--- config.mk ---
export PLATFORM = sky130hd
export DESIGN_NAME = swp_sdram_core
export DESIGN_NICKNAME = d
export VERILOG_FILES = /design/src/design/swp_pkg.sv /design/src/design/swp_sdram_core.sv
export SDC_FILE = /design/constraint.sdc
export NUM_CORES = 1
export LEC_CHECK = 0
export ABC_AREA = 1
export BUFFER_PORTS_ARGS = -buffer_cell sky130_fd_sc_hd__buf_2
export CAP_MARGIN = 5
export CORE_ASPECT_RATIO = 1.2
export CORE_MARGIN = 5
export CORE_UTILIZATION = 59
export DETAILED_ROUTE_END_ITERATION = 10
export GPL_TIMING_DRIVEN = 0
export HOLD_SLACK_MARGIN = 0.03
export PLACE_DENSITY = 0.82
export SETUP_SLACK_MARGIN = 0.3
export SKIP_LAST_GASP = 1
export SLEW_MARGIN = 20
export SYNTH_ARGS = -nofsm -noshare
export SYNTH_HDL_FRONTEND = slang
export SYNTH_SLANG_ARGS = --single-unit
--- constraint.sdc ---
create_clock -name sys_clk -period 4.15 [get_ports sys_clk]
set_clock_uncertainty 0.2 [all_clocks]
set_input_delay 0.83 -clock sys_clk [delete_from_list [all_inputs] [get_ports sys_clk]]
set_output_delay 0.83 -clock sys_clk [all_outputs]
set_load 0.005 [all_outputs]
--- src/design/swp_pkg.sv ---
`default_nettype none
// Overview of operation
// - Write data taken with command, then each edge
// - Finished fixed write burst ignores further data
// - Full page burst wraps to column zero
// - New write truncates; its data is its own
// - Read stops all write data from its edge
// - Burst terminate drops data given with it
// - Precharge one bank or all banks
// - Precharged bank idle until activated again
// - Low clock enable with idle nop: power-down
// - Power-down ignores inputs and stops outputs
// - High clock enable with nop ends power-down
// - Low clock enable in burst suspends next edge
// - Suspended edge freezes commands, data and counters
// - High clock enable resumes on next edge
// - Write burst mode bit forces single writes
// - Read cuts auto precharge read, precharge starts
// - Write cuts auto precharge read at once
// - Interrupted auto precharge write recovers, then closes
package swp_pkg;
    localparam int CLK_NS = 20;
    localparam int WR_NS = 15;
    // Extra clock on top of the time, at any rate
    localparam int WR_CYC = 1 + (WR_NS + CLK_NS - 1) / CLK_NS;
    localparam int WRC_W = 3;
    localparam int NBANK = 4;
    localparam int ROW_W = 12;
    localparam int COL_W = 8;
    localparam int DQ_W = 16;
    localparam int DM_W = 2;
    localparam int AP_BIT = 10;
    localparam logic [2:0] C_NOP = 3'h7;
    localparam logic [2:0] C_ACT = 3'h3;
    localparam logic [2:0] C_RD = 3'h5;
    localparam logic [2:0] C_WR = 3'h4;
    localparam logic [2:0] C_BST = 3'h6;
    localparam logic [2:0] C_PRE = 3'h2;
    localparam logic [2:0] BL_FULL = 3'h7;
    localparam logic [1:0] CL_TWO = 2'h2;
    localparam logic RST_CKE = 1'b1;
    typedef enum logic [2:0] {PS_RUN = 3'b001, PS_PDN = 3'b010, PS_SUSP = 3'b100} swp_ps_e;
    typedef enum logic [2:0] {BK_IDLE = 3'b001, BK_RD = 3'b010, BK_WR = 3'b100} swp_bk_e;
    typedef struct packed {logic cs_n; logic ras_n; logic cas_n; logic we_n;} swp_cmd_s;
    typedef struct packed {
        logic [1:0] bank;
        logic [ROW_W-1:0] row;
        logic [COL_W-1:0] col;
    } swp_addr_s;
    typedef struct packed {
        logic en;
        swp_addr_s a;
        logic [DQ_W-1:0] data;
        logic [DM_W-1:0] mask;
    } swp_acc_s;
    typedef struct packed {
        swp_ps_e ps;
        logic cke_q;
        swp_bk_e bk;
        logic ap;
        logic [1:0] bbank;
        logic [COL_W-1:0] scol;
        logic [COL_W-1:0] cnt;
        logic [NBANK-1:0] act;
        logic [NBANK-1:0][ROW_W-1:0] row;
        logic [NBANK-1:0][WRC_W-1:0] wrc;
        logic [1:0] vp;
        logic [DQ_W-1:0] dstage;
        logic [DQ_W-1:0] dq_out;
        logic dq_oe;
        swp_acc_s wr;
        logic rd_en;
        swp_addr_s rd;
    } swp_st_s;
endpackage
`default_nettype wire

--- src/design/swp_sdram_core.sv ---
`timescale 1ns/1ps
`default_nettype none
module swp_sdram_core
    import swp_pkg::*;
(
    input wire logic sys_clk,
    input wire logic srst,
    input wire logic cke,
    input wire swp_cmd_s cmd,
    input wire logic [ROW_W-1:0] addr,
    input wire logic [1:0] bank_select,
    input wire logic [DM_W-1:0] dqm,
    input wire logic [DQ_W-1:0] dq_in,
    output logic [DQ_W-1:0] dq_out,
    output logic dq_oe,
    input wire logic [1:0] cas_latency,
    input wire logic [2:0] burst_len,
    input wire logic write_burst_mode_bit,
    output swp_acc_s mem_wr,
    output logic mem_rd_en,
    output swp_addr_s mem_rd,
    input wire logic [DQ_W-1:0] rd_word,
    output logic [NBANK-1:0] bank_active,
    output logic power_down,
    output logic clock_suspended
);
    swp_st_s q;
    swp_st_s d;
    logic [2:0] c;
    logic live;
    logic busy;
    logic full;
    logic [COL_W-1:0] m;
    logic last;
    logic cont;
    logic hit;

    function automatic logic [COL_W-1:0] col_at(
        input logic [COL_W-1:0] s,
        input logic [COL_W-1:0] msk,
        input logic [COL_W-1:0] n
    );
        col_at = (s & ~msk) | (COL_W'(s + n) & msk);
    endfunction

    function automatic logic [COL_W-1:0] len_mask(input logic [2:0] bl);
        case (bl)
            3'h0: len_mask = 8'h00;
            3'h1: len_mask = 8'h01;
            3'h2: len_mask = 8'h03;
            3'h3: len_mask = 8'h07;
            default: len_mask = 8'hFF;
        endcase
    endfunction

    always_comb begin
        d = q;
        d.wr.en = 1'b0;
        d.rd_en = 1'b0;
        c = {cmd.ras_n, cmd.cas_n, cmd.we_n};
        if (cmd.cs_n) begin
            c = C_NOP;
        end
        // Edge is live only if clock enable was high one edge earlier
        live = (q.ps != PS_PDN) && q.cke_q;
        busy = (q.bk != BK_IDLE) || (q.vp != 2'h0) || q.dq_oe;
        full = (burst_len == BL_FULL);
        m = len_mask(burst_len);
        last = !full && (q.cnt == m);
        hit = addr[AP_BIT] || (bank_select == q.bbank);
        cont = (c == C_NOP) || (c == C_ACT) || ((c == C_PRE) && !hit);
        if (q.ps == PS_PDN) begin
            // Only clock enable and a nop command are looked at while powered down
            if (cke && (c == C_NOP)) begin
                d.ps = PS_RUN;
                d.cke_q = 1'b1;
            end
        end else begin
            d.cke_q = cke;
            if (cke) begin
                d.ps = PS_RUN;
            end else if (!busy && (c == C_NOP)) begin
                d.ps = PS_PDN;
            end else begin
                d.ps = PS_SUSP;
            end
            // Nothing below moves on a suspended edge
            if (live) begin
                for (int b = 0; b < NBANK; b++) begin
                    if (q.wrc[b] != '0) begin
                        d.wrc[b] = q.wrc[b] - 1'b1;
                        if (q.wrc[b] == WRC_W'(1)) begin
                            d.act[b] = 1'b0;
                        end
                    end
                end
                d.vp = {q.vp[0], 1'b0};
                d.dstage = rd_word;
                if (cas_latency == CL_TWO) begin
                    d.dq_oe = q.vp[0];
                    d.dq_out = rd_word;
                end else begin
                    d.dq_oe = q.vp[1];
                    d.dq_out = q.dstage;
                end
                if (cont && (q.bk == BK_WR)) begin
                    d.wr.en = 1'b1;
                    d.wr.a.bank = q.bbank;
                    d.wr.a.row = q.row[q.bbank];
                    d.wr.a.col = col_at(q.scol, m, q.cnt);
                    d.wr.data = dq_in;
                    d.wr.mask = dqm;
                    d.cnt = q.cnt + 1'b1;
                    if (last) begin
                        d.bk = BK_IDLE;
                        if (q.ap) begin
                            d.wrc[q.bbank] = WRC_W'(WR_CYC);
                        end
                    end
                end
                if (cont && (q.bk == BK_RD)) begin
                    d.rd_en = 1'b1;
                    d.rd.bank = q.bbank;
                    d.rd.row = q.row[q.bbank];
                    d.rd.col = col_at(q.scol, m, q.cnt);
                    d.vp[0] = 1'b1;
                    d.cnt = q.cnt + 1'b1;
                    if (last) begin
                        d.bk = BK_IDLE;
                        if (q.ap) begin
                            d.act[q.bbank] = 1'b0;
                        end
                    end
                end
                case (c)
                    C_ACT: begin
                        d.act[bank_select] = 1'b1;
                        d.row[bank_select] = addr;
                    end
                    C_PRE: begin
                        if (addr[AP_BIT]) begin
                            d.act = '0;
                            d.wrc = '0;
                        end else begin
                            d.act[bank_select] = 1'b0;
                            d.wrc[bank_select] = '0;
                        end
                        if (hit) begin
                            d.bk = BK_IDLE;
                        end
                    end
                    C_BST: begin
                        d.bk = BK_IDLE;
                    end
                    C_RD, C_WR: begin
                        if ((q.bk != BK_IDLE) && q.ap && (bank_select != q.bbank)) begin
                            if (q.bk == BK_RD) begin
                                d.act[q.bbank] = 1'b0;
                            end else begin
                                d.wrc[q.bbank] = WRC_W'(WR_CYC);
                            end
                        end
                        d.bbank = bank_select;
                        d.scol = addr[COL_W-1:0];
                        d.ap = addr[AP_BIT];
                        d.cnt = 8'h01;
                        if (c == C_RD) begin
                            // Pending write data is dropped here
                            d.bk = (m == 8'h00 && !full) ? BK_IDLE : BK_RD;
                            d.rd_en = 1'b1;
                            d.rd.bank = bank_select;
                            d.rd.row = q.row[bank_select];
                            d.rd.col = addr[COL_W-1:0];
                            d.vp[0] = 1'b1;
                            if ((d.bk == BK_IDLE) && addr[AP_BIT]) begin
                                d.act[bank_select] = 1'b0;
                            end
                        end else begin
                            // Write frees the bus at once
                            d.vp = 2'h0;
                            d.dq_oe = 1'b0;
                            d.wr.en = 1'b1;
                            d.wr.a.bank = bank_select;
                            d.wr.a.row = q.row[bank_select];
                            d.wr.a.col = addr[COL_W-1:0];
                            d.wr.data = dq_in;
                            d.wr.mask = dqm;
                            if (write_burst_mode_bit || (m == 8'h00 && !full)) begin
                                d.bk = BK_IDLE;
                                if (addr[AP_BIT]) begin
                                    d.wrc[bank_select] = WRC_W'(WR_CYC);
                                end
                            end else begin
                                d.bk = BK_WR;
                            end
                        end
                    end
                    default: begin
                    end
                endcase
            end
        end
    end

    always_ff @(posedge sys_clk) begin
        if (srst) begin
            q <= '0;
            q.ps <= PS_RUN;
            q.bk <= BK_IDLE;
            q.cke_q <= RST_CKE;
        end else begin
            q <= d;
        end
    end

    assign dq_out = q.dq_out;
    assign dq_oe = q.dq_oe;
    assign mem_wr = q.wr;
    assign mem_rd_en = q.rd_en;
    assign mem_rd = q.rd;
    assign bank_active = q.act;
    // One-hot state bits, so both flags come straight from a flip-flop
    assign power_down = q.ps[1];
    assign clock_suspended = q.ps[2];
endmodule // swp_sdram_core
`default_nettype wire

==> key figures <==
Run status
  • Outcome: complete, no violations

Synth
  • Async SR Flop Fraction: 0%
  • Area contributors post-synth: dfxtp_1 38%, nand2_1 9.3%, o21ai_0 8.3%
  • Seq cells post-synth: 188
  • Main synth FF type: dfxtp_1
  • Warnings from Yosys: 0
  • Post-synth top area cell: dfxtp_1
  • Register area share after synthesis: between 30% and 40%
  • Synth top area share: a little under two fifths
  • Number of flops mapped to enable cells by yosys: 0
  • Mapped Area: 9930 um^2
  • Synth unique cells: 47
  • Syn Inst Count: approximately 1,400
  • Avg Cell Area, Syn: approximately 7.1 um^2
  • Mapped Nets: 1,487

Floorplanning
  • Core area: between 15,000 and 20,000 um^2
  • Die width: 128 um
  • Die area: 19,500 um^2
  • Initial Util: 59.4%
  • FP Rows: 52
  • Io pins: 148
  • Die Span Y: 152 um

Detailed routing
  • Antenna-violating nets left: 0
  • Vias: between 10,000 and 15,000
  • Initial DRC Count: 1,050
  • Drt total wl: 33,100 um
  • DR DRC count: 0
  • Via density: 5.80
  • Routed wire per std cell: roughly 18 um
  • Drt pass-1 iters: 8

Final layout
  • Area grow syn2layout: 16.0%
  • Number of fill cells: 1,450
  • Fraction of layout cells with a size suffix above 1: approximately 20%
  • Commonest non-fill, non-tap cell in the layout: nand2_1
  • Most frequent cells in the layout: 247 x nand2_1, 188 x dfxtp_1, 165 x o21ai_0
  • Final cell count without fillers: between 1,500 and 2,000
  • Antenna cells: 0
  • Fin nets: about 1,700

Timing
  • Setup violators final: 0
  • Fin Setup TNS: 0 ns
  • Final min period: 2.63 ns
  • Slew of the pin with the lowest slew margin: 0.861 ns
  • Tcrit/Tclk final: 63.4%
  • Slew headroom: 42.6%
  • Hold slack final: 0.264 ns
  • Max-slew violations: 0
  • RSZ-0062 raised after global routing: false
  • Final hold violation count: 0
  • Max Clock Freq: 0.380 GHz

Critical path
  • Buffers & Inverters on Critical Path: 3
  • Crit Path Category: primary input to flop
  • Worst-path fanout max: 10
  • CP startpoint: addr[10]
  • Worst EP required: 4.28 ns
  • Worst path max stage delay: 0.41 ns
  • Critical Path End Type: flop
  • WP data arrival: 2.76 ns
  • Crit-path most repeated cell: buf_2
  • CP Cell Sequence: buf_2, inv_1, nand2_1, nor2_4, nand2_2, a21oi_2, buf_2, nand3_1, a21oi_1, nor2_1
  • Setup crit start kind: primary input
  • CP delay by family, top: buffers and inverters
  • Worst r2r src: q[183]$_SDFFE_PP0P_
  • Slowest cell on crit path: a21oi_2

Clock tree
  • Post-CTS resize count: 0
  • CTS tree: yes
  • Worst skew pair latency: 0.44 ns
  • Clock Pin Slew Worst Setup and Hold Paths: about 0.070 ns
  • Clock Tree Buf Depth: 2
  • CTS buffer count: 17
  • H-tree lvl count: 4
  • CTS Sinks: 188
  • Clock root cell: clkbuf_16
  • Post-CTS setup repair buffer count: 0
  • Cts hold-fix bufs: 0

Global route
  • Largest net degree at the start of global routing: 18
  • Vias in the first global route: 9,728
  • Grt total ovfl: 0
  • Gr usage total: 33.2%
  • First-pass GRT wire length: 51,600 um
  • Initial antenna violation count: 0

Pwr
  • Worst IR drop on VDD: 309 uV
  • PwrDens: 396 nW/um^2
  • Total chip power: approximately 4.6 mW
  • Lkg Pwr: between 5 and 6 nW

Placement
  • Placer Congestion: 1.00
  • Placed Cells incl. Taps: 1,767
  • Post-detail-place hpwl: 24,300 um
  • # port buffers: 146

Run
  • Max-cap violations: 0

Hold path
  • Worst hold path class: flop to flop
  • HP Start: q[110]$_SDFFE_PP0P_
==> layout make-up <==
cell class                 count  area (um^2)  area share (%)
tap                          216          270            2.35
timing repair buffer         146          731            6.34
sequential                   188         3760            32.7
multi-input combinational    917         4700            40.8
clock buffer                  18          429            3.73
inverter                     151          569            4.94
buffer                       149          900            7.81
clock inverter                14          158            1.37
==> worst register-to-register path, delay by kind of cell (launching register included) <==
kind / cells / cell delay [ns]
DFF: 1 / 0.37
and+or+nand+nor: 3 / 0.56
AOI/OAI and AO/OA: 2 / 0.66
buffers and inverters: 3 / 0.67
==> metal layers <==
layer	vias up	wire [um]	GRT usage, %
li1	4977	-	-
met1	4757	12900	41.7
met2	556	15200	53.6
met3	145	3210	6.50
met4	0	1810	17.5
met5	-	0	0
==> cells in the mapped netlist, types with 3 or more instances <==
| master | number |
|---|---|
| nand2_1 | 247 |
| dfxtp_1 | 188 |
| o21ai_0 | 165 |
| inv_1 | 141 |
| a21oi_1 | 136 |
| nor2_1 | 110 |
| buf_4 | 84 |
| nand3_1 | 55 |
| clkbuf_1 | 47 |
| a31oi_1 | 40 |
| ha_1 | 20 |
| o22ai_1 | 17 |
| a22o_1 | 16 |
| a22oi_1 | 16 |
| o221ai_1 | 16 |
| buf_2 | 14 |
| nand4_1 | 12 |
| nor3_1 | 11 |
| inv_2 | 8 |
| nand2_2 | 7 |
| o211ai_1 | 7 |
| or2_2 | 5 |
| nand2_4 | 4 |
| o21ai_1 | 4 |
| buf_1 | 3 |
| nor2_2 | 3 |
| xor2_1 | 3 |
==> kinds of logic (layout without fill, tap and decap cells) <==
kind of cell / after synthesis / after routing / synth area share, %
muxes: 1 / 1 / 0.113
DFF: 188 / 188 / 37.9
and+or+nand+nor: 461 / 461 / 19.5
AOI/OAI and AO/OA: 429 / 429 / 24.5
adders and majority gates: 21 / 21 / 2.72
buffers and inverters: 300 / 478 / 14.8
xor gates and xnor gates: 5 / 5 / 0.441
==> final timing paths <==
path                             to  slack (ns)  cells after the start
max          mem_rd[9]$_SDFFE_PP0P_        1.52                     10
min             q[110]$_SDFFE_PP0P_        0.26                      2
max reg2reg  mem_rd[9]$_SDFFE_PP0P_        1.58                      8
min reg2reg     q[110]$_SDFFE_PP0P_        0.26                      2
==> state kept, by name (all words and copies together), names as in the netlist <==
register	count
q	101
bank_active	4
mem_wr	41
power_down	1
dq_oe	1
mem_rd_en	1
dq_out	16
clock_suspended	1
mem_rd	22
==> metrics by stage <==
stage | setup slack (ns) | cell area (um^2) | util [%]
floorplan | 1.82 | 9930 | -
detailed placement | 1.14 | 10900 | 65.4
global placement | 1.14 | 10900 | 65.4
global route | 1.37 | 11500 | 68.9
CTS | 1.58 | 11500 | 68.9
finish | 1.52 | 11500 | 68.9
==> power breakdown <==
part	switching, mW	internal, mW
Sequential	0.0875	1.93
Combinational	0.534	0.349
Clock	0.768	0.901
Total	1.39	3.18
Note: power is estimated with default switching activity, not from simulation.
